<file path="src/verilog/sense_bank_regs.svh">
// Register offsets, field positions, reset values and counts of the sense register bank
`ifndef SENSE_BANK_REGS_SVH
`define SENSE_BANK_REGS_SVH
`define SRC_CFG_OFS        8'h0a
`define CH1_SENSE_CFG_OFS  8'h0b
`define CH2_SENSE_CFG_OFS  8'h0c
`define CH1_RES_HI_OFS     8'h0d
`define CH1_RES_LO_OFS     8'h0e
`define CH2_RES_HI_OFS     8'h0f
`define CH2_RES_LO_OFS     8'h10
`define SRC_CFG_RST        8'h00
`define SENSE_CFG_RST      8'h53
`define SENSE_CFG_MASK     8'h7f
`define RES_RST            12'h000
`define RES_LSB            4
`define RES_PAD            4'h0
`define AVG_MAX_LOG2       3
`endif

</file>
<file path="src/verilog/sense_bank_pkg.sv">
// Types shared by the sense register bank
package sense_bank_pkg;
    typedef struct packed {
        logic [1:0] ch2_src_sample_time;
        logic [1:0] ch2_src_avg_count;
        logic [1:0] ch1_src_sample_time;
        logic [1:0] ch1_src_avg_count;
    } source_cfg_t;
    typedef struct packed {
        logic       spare;
        logic [2:0] sample_time;
        logic [1:0] avg_count;
        logic [1:0] full_range;
    } sense_cfg_t;
    typedef struct packed {
        logic [7:0] addr;
        logic       wr;
        logic       rd;
        logic [7:0] wdata;
    } reg_req_t;
endpackage

</file>
<file path="src/verilog/sense_sampling_config_results.sv">
// Sampling configuration and shunt-voltage result registers for one or two channels
// Notes on behaviour
// - Bits 7-6 pick channel 2 source sample time
// - Bits 5-4 pick channel 2 source averaging
// - Bits 3-2 pick channel 1 source sample time
// - Bits 1-0 pick channel 1 source averaging
// - Channel 1 sense bits 6-4 set sample time
// - Channel 1 sense bits 3-2 set averaging
// - Channel 1 sense bits 1-0 set range
// - Channel 2 sense bits 6-4 set sample time
// - Channel 2 sense bits 3-2 set averaging
// - Channel 2 sense bits 1-0 set range
// - Channel 1 result sits in bits 15-4
// - Channel 2 result sits in bits 15-4
// - Result bits 3-0 always read zero
// - Single channel: channel 2 fields read zero, except its result low byte, which reads the shared low-byte shadow
`timescale 1ns/1ps
`include "sense_bank_regs.svh"
module sense_sampling_config_results #(
    parameter int CHANNELS = 2,
    parameter int SAMPLE_W = 12
) (
    // Clock and reset
    input  wire logic                      clk,
    input  wire logic                      nrst,
    // Register port from the management bus engine
    input  wire sense_bank_pkg::reg_req_t  req,
    output logic [7:0]                     rdata,
    // Settings to the conversion engine
    output sense_bank_pkg::source_cfg_t    source_cfg,
    output sense_bank_pkg::sense_cfg_t     ch1_sense_cfg,
    output sense_bank_pkg::sense_cfg_t     ch2_sense_cfg,
    // Raw shunt samples from the conversion engine
    input  wire logic [1:0][SAMPLE_W-1:0]  sense_sample,
    input  wire logic [1:0]                sense_valid,
    // Published results, bit 0 is channel 1
    output logic [1:0][SAMPLE_W-1:0]       sense_value,
    output logic [1:0]                     result_update
);
    import sense_bank_pkg::*;

    localparam int ACC_W = SAMPLE_W + `AVG_MAX_LOG2;

    if (CHANNELS < 1 || CHANNELS > 2 || SAMPLE_W != 12)
    begin : g_bad_params
        $error("sense bank: CHANNELS must be 1 or 2 and SAMPLE_W 12");
    end

    sense_cfg_t      sense_cfg [2];
    logic [1:0]      cfg_wr;
    logic [7:0]      lo_shadow;
    logic [7:0]      next_rdata;

    assign ch1_sense_cfg = sense_cfg[0];
    assign ch2_sense_cfg = sense_cfg[1];
    assign cfg_wr[0] = req.wr && req.addr == `CH1_SENSE_CFG_OFS;
    // A one-channel build drops channel 2 writes, so its fields never move
    assign cfg_wr[1] = req.wr && req.addr == `CH2_SENSE_CFG_OFS && CHANNELS == 2;

    // Source sampling configuration; channel 2 half stays zero without channel 2
    always_ff @(posedge clk or negedge nrst)
    begin
        if (!nrst)
            source_cfg <= `SRC_CFG_RST;
        else if (req.wr && req.addr == `SRC_CFG_OFS)
        begin
            source_cfg.ch1_src_sample_time <= req.wdata[3:2];
            source_cfg.ch1_src_avg_count   <= req.wdata[1:0];
            if (CHANNELS == 2)
            begin
                source_cfg.ch2_src_sample_time <= req.wdata[7:6];
                source_cfg.ch2_src_avg_count   <= req.wdata[5:4];
            end
        end
    end

    // Per channel sense configuration and averaging
    generate
        for (genvar ch = 0; ch < 2; ch++)
        begin : g_ch
            logic signed [ACC_W-1:0] acc;
            logic [`AVG_MAX_LOG2-1:0] cnt;
            logic [`AVG_MAX_LOG2-1:0] last;
            logic signed [ACC_W-1:0] sum;
            logic signed [ACC_W-1:0] mean;

            assign last = `AVG_MAX_LOG2'((1 << sense_cfg[ch].avg_count) - 1);
            assign sum  = acc + ACC_W'(signed'(sense_sample[ch]));
            assign mean = sum >>> sense_cfg[ch].avg_count;

            if (ch == 0 || CHANNELS == 2)
            begin : g_live
                // Reset value has bit 7 clear, so the mask keeps it unimplemented
                always_ff @(posedge clk or negedge nrst)
                begin
                    if (!nrst)
                        sense_cfg[ch] <= `SENSE_CFG_RST;
                    else if (cfg_wr[ch])
                        sense_cfg[ch] <= req.wdata & `SENSE_CFG_MASK;
                end

                // A new averaging setting restarts the batch, so no stale partial sum leaks out
                always_ff @(posedge clk or negedge nrst)
                begin
                    if (!nrst)
                    begin
                        acc           <= '0;
                        cnt           <= '0;
                        sense_value[ch]   <= `RES_RST;
                        result_update[ch] <= 1'b0;
                    end
                    else
                    begin
                        result_update[ch] <= 1'b0;
                        if (cfg_wr[ch])
                        begin
                            acc <= '0;
                            cnt <= '0;
                        end
                        else if (sense_valid[ch])
                        begin
                            if (cnt == last)
                            begin
                                sense_value[ch]   <= mean[SAMPLE_W-1:0];
                                result_update[ch] <= 1'b1;
                                acc <= '0;
                                cnt <= '0;
                            end
                            else
                            begin
                                acc <= sum;
                                cnt <= cnt + 1'b1;
                            end
                        end
                    end
                end

            end
            else
            begin : g_absent
                // Absent channel: fixed zeros, its inputs are ignored
                always_ff @(posedge clk or negedge nrst)
                begin
                    if (!nrst)
                    begin
                        sense_cfg[ch]     <= '0;
                        acc               <= '0;
                        cnt               <= '0;
                        sense_value[ch]   <= `RES_RST;
                        result_update[ch] <= 1'b0;
                    end
                    else
                    begin
                        sense_cfg[ch]     <= '0;
                        acc               <= '0;
                        cnt               <= '0;
                        sense_value[ch]   <= `RES_RST;
                        result_update[ch] <= 1'b0;
                    end
                end

            end
        end
    endgenerate

    // Read mux; both low bytes read one shadow, snapped when either high byte is read, so a
    // high-then-low read pair of one channel never mixes two results
    always_comb
    begin
        case (req.addr)
            `SRC_CFG_OFS:       next_rdata = source_cfg;
            `CH1_SENSE_CFG_OFS: next_rdata = sense_cfg[0];
            `CH2_SENSE_CFG_OFS: next_rdata = sense_cfg[1];
            `CH1_RES_HI_OFS:    next_rdata = sense_value[0][SAMPLE_W-1:`RES_LSB];
            `CH2_RES_HI_OFS:    next_rdata = sense_value[1][SAMPLE_W-1:`RES_LSB];
            `CH1_RES_LO_OFS,
            `CH2_RES_LO_OFS:    next_rdata = lo_shadow;
            default:            next_rdata = 8'h00;
        endcase
    end

    always_ff @(posedge clk or negedge nrst)
    begin
        if (!nrst)
            rdata <= 8'h00;
        else if (req.rd)
            rdata <= next_rdata;
    end

    always_ff @(posedge clk or negedge nrst)
    begin
        if (!nrst)
            lo_shadow <= 8'h00;
        else if (req.rd && req.addr == `CH1_RES_HI_OFS)
            lo_shadow <= {sense_value[0][`RES_LSB-1:0], `RES_PAD};
        else if (req.rd && req.addr == `CH2_RES_HI_OFS)
            lo_shadow <= {sense_value[1][`RES_LSB-1:0], `RES_PAD};
    end
endmodule
</file>
<file path="config.mk">
export PLATFORM = sky130hd
export DESIGN_NAME = sense_sampling_config_results
export DESIGN_NICKNAME = d
export VERILOG_FILES = /design/src/verilog/sense_bank_pkg.sv /design/src/verilog/sense_sampling_config_results.sv
export VERILOG_INCLUDE_DIRS = /design/src /design/src/verilog
export SDC_FILE = /design/constraint.sdc
export NUM_CORES = 1
export LEC_CHECK = 0
export BUFFER_PORTS_ARGS = -buffer_cell sky130_fd_sc_hd__buf_4
export CAP_MARGIN = 10
export CORE_ASPECT_RATIO = 1.2
export CORE_MARGIN = 3
export CORE_UTILIZATION = 51
export CTS_CLUSTER_DIAMETER = 80
export DETAILED_ROUTE_END_ITERATION = 6
export GPL_ROUTABILITY_DRIVEN = 0
export GPL_TIMING_DRIVEN = 0
export PLACE_DENSITY = 0.85
export SLEW_MARGIN = 15
export SYNTH_ARGS = -nofsm -noshare
export SYNTH_HDL_FRONTEND = slang
export SYNTH_SLANG_ARGS = --single-unit
</file>
<file path="constraint.sdc">
create_clock -name clk -period 3.4 [get_ports clk]
set_clock_uncertainty 0.2 [all_clocks]
set_input_delay 0.34 -clock clk [delete_from_list [all_inputs] [get_ports clk]]
set_output_delay 0.34 -clock clk [all_outputs]
set_load 0.02 [all_outputs]
</file>
Word level (Yosys, flattened, before mapping)

Index checks and enable logic that the tools add are counted.

Input port bits: 46
Bits in registers: 100

Equality and inequality tests: 9
Muxes and demuxes: 21
Add/sub/neg operators: 6
Reductions and logical operators: 11
Bitwise gates (word level): 2
Shifts and indexed selects: 4

Operators with widths:

| kind                                                               | count |
|---|---|
| 15-bit two-way mux                                                 | 6 |
| 8-bit by 4-bit == test with 1-bit output, second input constant    | 6 |
| 8-bit case mux with 6 select lines                                 | 1 |
| 15-bit by 12-bit adder with 15-bit output                          | 2 |
| 15-bit by 2-bit >>> shifter with 12-bit output                     | 2 |
| 3-bit two-way mux                                                  | 6 |
| 8-bit two-way mux                                                  | 2 |
| 8-bit by 5-bit == test with 1-bit output, second input constant    | 1 |
| 3-bit by 1-bit adder with 3-bit output, second input constant      | 2 |
| 3-bit == test                                                      | 2 |
| 1-bit two-way mux                                                  | 6 |
| 3-bit AND reduction                                                | 2 |
| 2-bit nonzero test                                                 | 3 |
| 1-bit by 2-bit left shift with 3-bit output, first input constant  | 2 |
| 3-bit by 2-bit subtractor with 3-bit output, second input constant | 2 |
| 1-bit logical AND                                                  | 5 |
| 1-bit NOT                                                          | 2 |
| 2-bit OR reduction                                                 | 1 |

Depth between registers and ports, before layout

Gate-level depths: netlist of the first run.

Depth in word-level cells: 6
Gate-level depth with buffers: 10
Mapped depth without buffers: 10

Worst setup path after synthesis of the first run

No wires, ideal clock.

Path kind: flip-flop to flip-flop
Start point: register g_ch[1].acc[0]
End point: register sense_value[22] (netlist name)
Data arrival time: 2,939 ps
Stages on the path, launching flop included: 11
Period minus slack after synthesis: 3,264 ps
Buffers on the path: 0
Setup slack: 136 ps
Cell sequence: dfrtp_1 -> ha_1 -> fa_1 -> a211oi_1 -> o21bai_1 -> a31o_1 -> a2111oi_4 -> o21bai_2 -> nor2b_1 -> mux4_2 -> mux2_4

Cells in the longest elaborated chain, start to end: 2

RTL lines:

| item                                           | line                                 | text |
|---|---|---|
| start: declaration                             | sense_sampling_config_results.sv:81  | `logic signed [ACC_W-1:0] acc;` |
| start signal: assignment                       | sense_sampling_config_results.sv:131 | `acc <= sum;` |
| 15-bit by 12-bit adder with 15-bit output      | sense_sampling_config_results.sv:88  | `assign sum = acc + ACC_W'(signed'(sense_sample[ch]));` |
| 15-bit by 2-bit >>> shifter with 12-bit output | sense_sampling_config_results.sv:89  | `assign mean = sum >>> sense_cfg[ch].avg_count;` |
| end signal: indexed assignment                 | sense_sampling_config_results.sv:109 | `` sense_value[ch] <= `RES_RST; `` |
| end signal: indexed assignment                 | sense_sampling_config_results.sv:124 | `sense_value[ch] <= mean[SAMPLE_W-1:0];` |
| end: declaration                               | sense_sampling_config_results.sv:37  | `output logic [1:0][SAMPLE_W-1:0] sense_value,` |

Every way passes these cells.
A chain may end at the register's enable or synchronous reset.

Final worst setup path of the first run

Start point: register g_ch[1].acc[6]
End point: register sense_value[22] (netlist name)

The elaborated chain is that of the path after synthesis.

==> results of run 1 <==
-- routing by layer --
metal	wire length, um	GRT usage, %
met1	6813	31.76
met2	8201	42.24
met3	1224	4.303
met4	533	11.66
met5	0	0
-- power groups by stage --
| stage | Combinational (mW) | Sequential [mW] | Clock, mW |
|---|---|---|---|
| CTS | 3.18 | 1.83 | 1.03 |
| global route | 3.58 | 1.88 | 1.07 |
| floorplan | 2.10 | 1.92 | 0 |
| global placement | 3.00 | 1.83 | 0 |
| finish | 3.29 | 1.84 | 1.02 |
| detailed placement | 3.12 | 1.84 | 0 |
-- worst min-delay path by stage --
stage | to | depth (start not counted) | slack (ns) | start
finish | source_cfg[7]$_DFFE_PN0P_ | 2 | 0.006 | req[7]
global route | ch1_sense_cfg[4]$_DFFE_PN1P_ | 3 | 0.02 | req[4]
CTS | ch1_sense_cfg[5]$_DFFE_PN0P_ | 3 | 0.006 | req[5]
detailed placement | ch1_sense_cfg[6]$_DFFE_PN1P_ | 2 | 0.25 | ch1_sense_cfg[6]$_DFFE_PN1P_
global placement | ch1_sense_cfg[6]$_DFFE_PN1P_ | 2 | 0.25 | ch1_sense_cfg[6]$_DFFE_PN1P_
floorplan | ch1_sense_cfg[2]$_DFFE_PN0P_ | 0 | -0.16 | nrst
-- per-stage QoR --
step                util (%)  std cells  setup TNS, ns  hold slack (ns)
finish                 65.09        893              0         0.006022
global route           65.09        893       -0.01548          0.02234
CTS                    64.47        890              0         0.005779
detailed placement     61.77        873        -0.2336           0.2522
global placement       61.77        873        -0.1672           0.2479
floorplan                  -        619              0          -0.1556
-- what timing repair did --
item,in CTS,in global routing
resized for setup,0,10
cloned,0,0
setup buffers,1,2
hold buffers,0,1
hold endpoints to repair,0,84
endpoints found under the setup margin,1,4
pin swaps,1,6
-- cells by family after synthesis --
kind of cell	count (synthesis)	synth area share (%)
flops	96	40.21
compound gates	194	22.48
mux	55	10.09
other cells	1	0.06251
xor+xnor	24	3.504
fa+ha+maj	32	6.924
buf+inv	41	2.690
simple gates	175	14.04
-- cell usage after synthesis, types with 15 or more instances --
master     n
dfrtp_1   88
nand2_1   61
nor2_1    43
a21oi_1   35
o21ai_1   31
ha_1      30
a22o_1    28
mux2_1    26
clkbuf_1  24
mux2i_1   23
nand3_1   16
a21o_1    15
-- area by class of cell --
type                            instances  area [um^2]
Fill cell                             907         3926
Multi-Input combinational cell        482         3470
Sequential cell                        96         2412
Timing Repair Buffer                  104        787.0
Clock buffer                            9        225.2
Tap cell                              154        192.7
Buffer                                 29        116.4
Clock inverter                          7        71.32
Inverter                               12        45.04
-- flip-flops by register name (all words and copies together), names as in the netlist --
name,flops
g_ch.cnt,6
g_ch.acc,30
lo_shadow,4
ch2_sense_cfg,7
ch1_sense_cfg,7
sense_value,24
source_cfg,8
rdata,8
result_update,2
==> flow_summary.json, run 1 <==
{
  "status": "complete, no violations",
  "slew_headroom_pct": 39.92,
  "synth-seq-cells": 96,
  "synthFlopType": "dfrtp_1",
  "fin_nets": 812,
  "antenna_found_initial": 0,
  "end_kind": "flop",
  "layout_setup_ws_ns": 0.08713,
  "cts_htree_levels": 3,
  "crit_type": "flop to flop",
  "ys_seq_area_share_pct": 40.21,
  "dr_total_vias": 5547,
  "swShare_pct": 42.96,
  "syn2layout_area_growth_pct": 22.00,
  "drt_wl_total_um": 16770,
  "drt_iter0_drc": 323,
  "maxCapViolations": 0,
  "yosys.area.top_type": "dfrtp_1",
  "setup_viol": 0,
  "grt_pass1_vias": 5587,
  "synth.avg_cell_area_um2": 9.708,
  "synth_top_area_share_pct": 36.70,
  "place_area_um2": 6947,
  "clkPwrFrac_pct": 16.6,
  "antenna_cells": 0,
  "async_flop_share_pct": 100.0,
  "p_seq_share_pct": 29.9,
  "reg2regPathDepth": 9,
  "r2r-start": "g_ch[1].acc[6]$_DFFE_PN0P_",
  "drc_errors": 0,
  "start_util_pct": 53.35,
  "power_density_nw_per_um2": 839.5,
  "min_path_type": "input pin to flop",
  "viasPerCell": 6.212,
  "combPwrFrac_pct": 53.5,
  "cts_root_buf": "clkbuf_16",
  "grt_first_pass_wirelength_um": 27310,
  "ir_drop_mv": 0.4218,
  "worst_path_max_delay_cell": "mux4_2",
  "die-width_um": 105.0,
  "hold_violations": 0,
  "clock_path_buffers": 2,
  "layout_common_cells": "buf_4, dfrtp_1, nand2_1",
  "worst_slew_pin_slew_ns": 0.8943,
  "critical_path.endpoint": "sense_value[22]$_DFFE_PN0P_",
  "drive_above_1_share_pct": 20.97,
  "rsz0062_at_grt": "true",
  "start_kind": "flop",
  "critPathLaunch": "g_ch[1].acc[6]$_DFFE_PN0P_",
  "cp.arrival_ns": 3.34,
  "die_y_um": 124.8,
  "fmax_mhz": 301.9,
  "ios": 104,
  "fin_crit_sh_pct": 97.44,
  "design_area_um2": 7320,
  "max_stage_delay_ns": 0.46,
  "p_switching_mw": 2.640,
  "core_um2": 11250,
  "dp_hpwl_um": 12440,
  "clk_latency_ns": 0.34,
  "synth.area.top_cells": "dfrtp_1, ha_1, mux2_1",
  "path_cells": "ha_1, and3_4, a221o_1, a31o_1, a2111oi_4, o21bai_2, nor2b_1, mux4_2, mux2_4",
  "wl_per_cell_um": 18.78,
  "cp.buffers_inverters": 0,
  "reg2reg_slack_ns": 0.09,
  "ant_nets": 0,
  "grt_max_degree": 97,
  "dpl_worst_slack_ns": -0.2336,
  "slew_viol_final": 0,
  "critical_path_cell_count": 9,
  "ys_warn_count": 0,
  "cts_made_buffers": 9,
  "layout_commonest_cell": "buf_4",
  "synthCells": 618,
  "leakagePower_nw": 3.498,
  "cts_tree": "built",
  "io_buffers": 100,
  "dr.pass1.iters": 5,
  "critical_path.top_delay_family": "compound AO/OA/AOI/OAI gates",
  "die_area_um2": 13110,
  "min_period_ns": 3.313,
  "fp-row-count": 42,
  "synth-edff-count": 0,
  "synth.distinct_cells": 66,
  "r2r_end": "sense_value[22]$_DFFE_PN0P_",
  "synth_area_um2": 6000,
  "grt_usage_pct": 25.25,
  "cp_max_fo": 5,
  "clock_sinks": 96,
  "clk_pin_slew_ns": 0.07,
  "grt.overflow.total": 0,
  "p_int_mw": 3.505,
  "finalPower_mw": 6.145,
  "worstPathRequired_ns": 3.43
}
(Power assumes the default switching activity.)
==> inputs of run 2 (changes only) <==
--- a/config.mk
+++ b/config.mk
@@ -14,7 +14,7 @@
 export CTS_CLUSTER_DIAMETER = 80
 export DETAILED_ROUTE_END_ITERATION = 6
 export GPL_ROUTABILITY_DRIVEN = 0
-export GPL_TIMING_DRIVEN = 0
+export GPL_TIMING_DRIVEN = 1
 export PLACE_DENSITY = 0.85
 export SLEW_MARGIN = 15
 export SYNTH_ARGS = -nofsm -noshare
==> constraint.sdc (replaced) <==
create_clock -name clk -period 3.4 [get_ports clk]
set_clock_uncertainty 0.2 [all_clocks]
set_input_delay 0.17 -clock clk [delete_from_list [all_inputs] [get_ports clk]]
set_output_delay 0.17 -clock clk [all_outputs]
set_load 0.02 [all_outputs]
==> run 2 against run 1 <==
  * Non-clock buffer count down 11
  * Global-route usage down 0.67 points
  * Die area unchanged
  * Combinational power down 2%
  * Critical path depth up 1
  * Cell area up 0.65%
  * Fmax up 0.81%
  * Wire length down 4.9%
  * First-iteration DRC count down 5.0%
  * Sequential share of layout area down 0.21 points
  * Clock power about the same
  * Critical path type unchanged
==> flow_summary.json, run 2 (same netlist as run 1, synthesis figures left out) <==
{
  "status": "complete, no violations",
  "grt_pass1_vias": 5360,
  "die_y_um": 124.8,
  "dr.pass1.iters": 5,
  "clk_pin_slew_ns": 0.07,
  "power_density_nw_per_um2": 828.6,
  "max_stage_delay_ns": 0.45,
  "drt_wl_total_um": 15960,
  "reg2regPathDepth": 10,
  "path_cells": "ha_1, fa_2, a211oi_1, o21bai_1, a31o_1, a2111oi_4, o21bai_2, nor2b_1, mux4_2, mux2_4",
  "reg_top3": "g_ch.acc: 30 flops, sense_value: 24 flops",
  "clk_latency_ns": 0.34,
  "cp.arrival_ns": 3.31,
  "top_register": "g_ch.acc",
  "min_path_type": "input pin to flop",
  "fin_crit_sh_pct": 96.65,
  "start_kind": "flop",
  "drive_above_1_share_pct": 21.84,
  "cts_made_buffers": 9,
  "clock_sinks": 96,
  "antenna_cells": 0,
  "core_um2": 11250,
  "die-width_um": 105.0,
  "start_util_pct": 53.35,
  "critical_path_cell_count": 10,
  "antenna_found_initial": 0,
  "cp.buffers_inverters": 0,
  "critical_path.top_delay_family": "compound AO/OA/AOI/OAI gates",
  "worst_path_max_delay_cell": "mux4_2",
  "slew_headroom_pct": 32.57,
  "setup_viol": 0,
  "die_area_um2": 13110,
  "ant_nets": 0,
  "dp_hpwl_um": 11870,
  "worst_slew_pin_slew_ns": 1.004,
  "layout_commonest_cell": "buf_4",
  "viasPerCell": 6.020,
  "cts_root_buf": "clkbuf_16",
  "drc_errors": 0,
  "layout_common_cells": "buf_4, dfrtp_1, nand2_1",
  "crit_type": "flop to flop",
  "leakagePower_nw": 3.544,
  "hold_violations": 0,
  "hold_slack_ns": 0.01807,
  "cts_tree": "built",
  "worstPathRequired_ns": 3.43,
  "syn2layout_area_growth_pct": 22.79,
  "ir_drop_mv": 0.4383,
  "cts_htree_levels": 3,
  "slew_viol_final": 0,
  "grt_max_degree": 82,
  "cp_max_fo": 3,
  "min_period_ns": 3.286,
  "largest_reg_flops": 30,
  "io_buffers": 101,
  "fin_nets": 801,
  "grt_first_pass_wirelength_um": 26470,
  "ios": 104,
  "fmax_mhz": 304.3,
  "end_kind": "flop",
  "drt_iter0_drc": 307,
  "wl_per_cell_um": 18.09,
  "clock_path_buffers": 2,
  "finalPower_mw": 6.104,
  "hold_path_depth": 3,
  "grt_usage_pct": 24.58,
  "maxCapViolations": 0,
  "fillCellCount": 892,
  "fp-row-count": 42,
  "grt.overflow.total": 0,
  "dr_total_vias": 5310
}
==> run 2: cell types whose count changed in the layout (fill, tap and decap cells not counted), sizes merged <==
cell,change
clkbuf,-23
dlygate4sd3,+10
buf,+3
clkinv,+2
clkinvlp,-2
inv,-1
==> run 2: what timing repair did <==
action	4_1_cts	5_1_grt
endpoints found under the hold margin	102	0
resized for setup	1	6
setup endpoints to repair	1	3
setup buffers	0	0
hold buffers	11	0
pin swaps	0	1
==> run 2: worst paths after layout <==
| check | from | end | slack (ns) |
|---|---|---|---|
| worst max-delay path | g_ch[1].acc[0]$_DFFE_PN0P_ | sense_value[22]$_DFFE_PN0P_ | 0.11 |
| worst min-delay path | sense_sample[0] | g_ch[0].acc[0]$_DFFE_PN0P_ | 0.02 |
| worst max register to register | g_ch[1].acc[0]$_DFFE_PN0P_ | sense_value[22]$_DFFE_PN0P_ | 0.11 |
| worst min register to register | ch1_sense_cfg[6]$_DFFE_PN1P_ | ch1_sense_cfg[6]$_DFFE_PN1P_ | 0.27 |
| max in group asynchronous | nrst | g_ch[0].acc[7]$_DFFE_PN0P_ | 1.92 |
| min in group asynchronous | nrst | g_ch[0].acc[11]$_DFFE_PN0P_ | 0.33 |
==> run 2: metal layers <==
layer	wire length (um)	share of wire, %	vias up	global-route usage, %
met1	6612	41	2545	31.04
met2	7742	49	218	41.07
met3	1125	7.1	37	4.873
met5	0	0	-	0
met4	473	3.0	0	10.04
li1	-	-	2510	-
==> run 2: cell type report <==
cell class                 count  area [um^2]  area share (%)
timing repair buffer         122        943.4           12.81
multi-input combinational    482         3466           47.04
clock inverter                 6        68.82          0.9341
sequential                    96         2412           32.74
clock buffer                  10        239.0           3.244
inverter                      12        45.04          0.6114
tap                          154        192.7           2.615
==> run 2: stage by stage <==
stage               area [um^2]  instances  worst slack (ns)  utilization (%)  setup TNS, ns
finish                     7367        882            0.1139            65.51              0
global route               7367        882         -0.009731            65.51      -0.009731
CTS                        7333        882           0.06351            65.21              0
detailed placement         6913        855           0.02932            61.47              0
global placement           6913        855           0.09155            61.47              0
floorplan                  6003        619            0.1364                -              0
==> run 2: tightest hold or removal path, stage by stage <==
cell and delay [ns]:
buf_4 0.08, ha_1 0.15, a22o_1 0.13
==> run 2: power by group <==
| part | switching [mW] | total (mW) | internal, mW | leakage (nW) |
|---|---|---|---|---|
| clock network | 0.441 | 1.03 | 0.593 | 0.149 |
| registers | 0.341 | 1.84 | 1.50 | 1.20 |
| logic | 1.79 | 3.23 | 1.44 | 2.19 |
==> inputs of run 3 (changes only) <==
--- a/config.mk
+++ b/config.mk
@@ -15,7 +15,7 @@
 export DETAILED_ROUTE_END_ITERATION = 6
 export GPL_ROUTABILITY_DRIVEN = 0
 export GPL_TIMING_DRIVEN = 1
-export PLACE_DENSITY = 0.85
+export PLACE_DENSITY = 0.77
 export SLEW_MARGIN = 15
 export SYNTH_ARGS = -nofsm -noshare
 export SYNTH_HDL_FRONTEND = slang
==> run 3 against run 2 <==
  * Worst hold slack better by 0.025 ns
  * Fmax increased by 0.44%
  * Highest routed layer unchanged
  * Critical path type unchanged
  * Sequential share of layout area increased by 0.12 points
  * Clock power about the same
  * Cell area fell by 0.37%
  * Critical path depth stayed put
  * Largest cell class unchanged
  * Sequential cell count is the same
  * Count of clock-buffer cells in the layout rose by 3
  * Non-clock buffer count down 2
  * Total power shrank 0.83%
  * Critical endpoint unchanged
  * Utilization fell by 0.24 points
  * Final cell count is 0.23% lower
==> flow_summary.json, run 3 (same netlist as run 1, synthesis figures left out) <==
{
  "status": "complete, no violations",
  "cts_root_buf": "clkbuf_16",
  "dp_hpwl_um": 11530,
  "leakagePower_nw": 3.537,
  "grt_usage_pct": 23.66,
  "antenna_found_initial": 0,
  "grt.overflow.total": 0,
  "top_register": "g_ch.acc",
  "die_y_um": 124.8,
  "end_kind": "flop",
  "cts_made_buffers": 9,
  "hold_violations": 0,
  "layout_commonest_cell": "buf_4",
  "core_um2": 11250,
  "dr_total_vias": 5207,
  "finalPower_mw": 6.053,
  "post-cts-setup-buffer-count": 0,
  "fin_tns_setup_ns": 0,
  "start_kind": "flop",
  "cp.arrival_ns": 3.30,
  "grt_first_pass_wirelength_um": 25590,
  "ios": 104,
  "design_area_um2": 7340,
  "place_area_um2": 6905,
  "clock_sinks": 96,
  "cp_max_fo": 3,
  "clk_latency_ns": 0.34,
  "layout_common_cells": "buf_4, dfrtp_1, nand2_1",
  "worstPathRequired_ns": 3.42,
  "viasPerCell": 5.917,
  "wl_per_cell_um": 17.35,
  "cts_tree": "built",
  "drt_wl_total_um": 15270,
  "fmax_mhz": 305.6,
  "clk_pin_slew_ns": 0.07,
  "worst_slew_pin_slew_ns": 1.097,
  "crit_type": "flop to flop",
  "drt_iter0_drc": 243,
  "antenna_cells": 0,
  "clock_path_buffers": 2,
  "grt_pass1_vias": 5188,
  "grt_max_degree": 51,
  "cts_htree_levels": 3,
  "power_density_nw_per_um2": 824.7,
  "reg_top3": "g_ch.acc: 30 flops, sense_value: 24 flops",
  "fin_nets": 799,
  "setup_viol": 0,
  "slew_headroom_pct": 26.63,
  "fin_crit_sh_pct": 96.23,
  "drive_above_1_share_pct": 21.35,
  "final_util_pct": 65.26,
  "min_path_type": "input pin to flop",
  "ir_drop_mv": 0.4193,
  "min_period_ns": 3.272,
  "fp-row-count": 42,
  "start_util_pct": 53.35,
  "slew_viol_final": 0,
  "largest_reg_flops": 30,
  "dr.pass1.iters": 5,
  "syn2layout_area_growth_pct": 22.34,
  "io_buffers": 101,
  "drc_errors": 0,
  "maxCapViolations": 0,
  "rsz0062_at_grt": "false",
  "ant_nets": 0,
  "die_area_um2": 13110,
  "fillCellCount": 925,
  "die-width_um": 105.0
}
run 3: final timing paths:
kind                                              start                           end  slack [ns]  cells after the start
min in group asynchronous                          nrst   g_ch[0].acc[14]$_DFFE_PN0P_        0.19                      2
hold / removal                          sense_sample[0]    g_ch[0].acc[0]$_DFFE_PN0P_        0.04                      3
hold reg to reg            ch1_sense_cfg[4]$_DFFE_PN1P_  ch1_sense_cfg[4]$_DFFE_PN1P_        0.27                      2
setup / recovery             g_ch[1].acc[0]$_DFFE_PN0P_   sense_value[22]$_DFFE_PN0P_        0.13                     10
setup reg to reg             g_ch[1].acc[0]$_DFFE_PN0P_   sense_value[22]$_DFFE_PN0P_        0.13                     10
max in group asynchronous                          nrst   sense_value[20]$_DFFE_PN0P_        2.03                      3
run 3: power by group:
part           total, mW  switching [mW]  internal [mW]
Combinational       3.19            1.76           1.43
Clock               1.03           0.417          0.609
Sequential          1.84           0.336           1.50
run 3: layer usage:
layer,up-vias,global-route usage [%],wire [um]
met5,-,0,0
met2,174,39.33,7473
met3,32,4.510,899
met4,0,8.340,345
li1,2502,-,-
met1,2499,30.78,6552
run 3: worst max-delay path, stage by stage, from the launching register on:
cell	delay (ns)
dfrtp_1	0.39
ha_1	0.22
fa_2	0.39
a211oi_2	0.23
o21bai_1	0.12
a31o_1	0.27
a2111oi_4	0.35
o21bai_2	0.10
nor2b_1	0.16
mux4_2	0.46
mux2_4	0.26
run 3: timing repair:
action                                 in CTS  in global routing
endpoints found under the hold margin      70                  0
resized for setup                           2                  5
setup endpoints to repair                   1                  3
cloned                                      0                  0
pin swaps                                   0                  4
hold buffers                               10                  0
run 3: cell type report:
| class | instances | area, um^2 | area share [%] |
|---|---|---|---|
| sequential | 96 | 2412 | 32.87 |
| multi-input combinational | 482 | 3463 | 47.19 |
| timing repair buffer | 120 | 925.9 | 12.62 |
| clock inverter | 3 | 40.04 | 0.5455 |
| clock buffer | 13 | 260.3 | 3.546 |
| tap | 154 | 192.7 | 2.625 |
| inverter | 12 | 45.04 | 0.6137 |
run 3: metrics by stage:
| step | hold slack [ns] | worst slack (ns) | instances |
|---|---|---|---|
| detailed placement | 0.02853 | -0.05138 | 854 |
| finish | 0.04293 | 0.1282 | 880 |
| floorplan | -0.3256 | 0.1364 | 619 |
| CTS | 0.03962 | 0.04198 | 880 |
| global placement | 0.02144 | 0.09816 | 854 |
| global route | 0.05178 | 0.01064 | 880 |
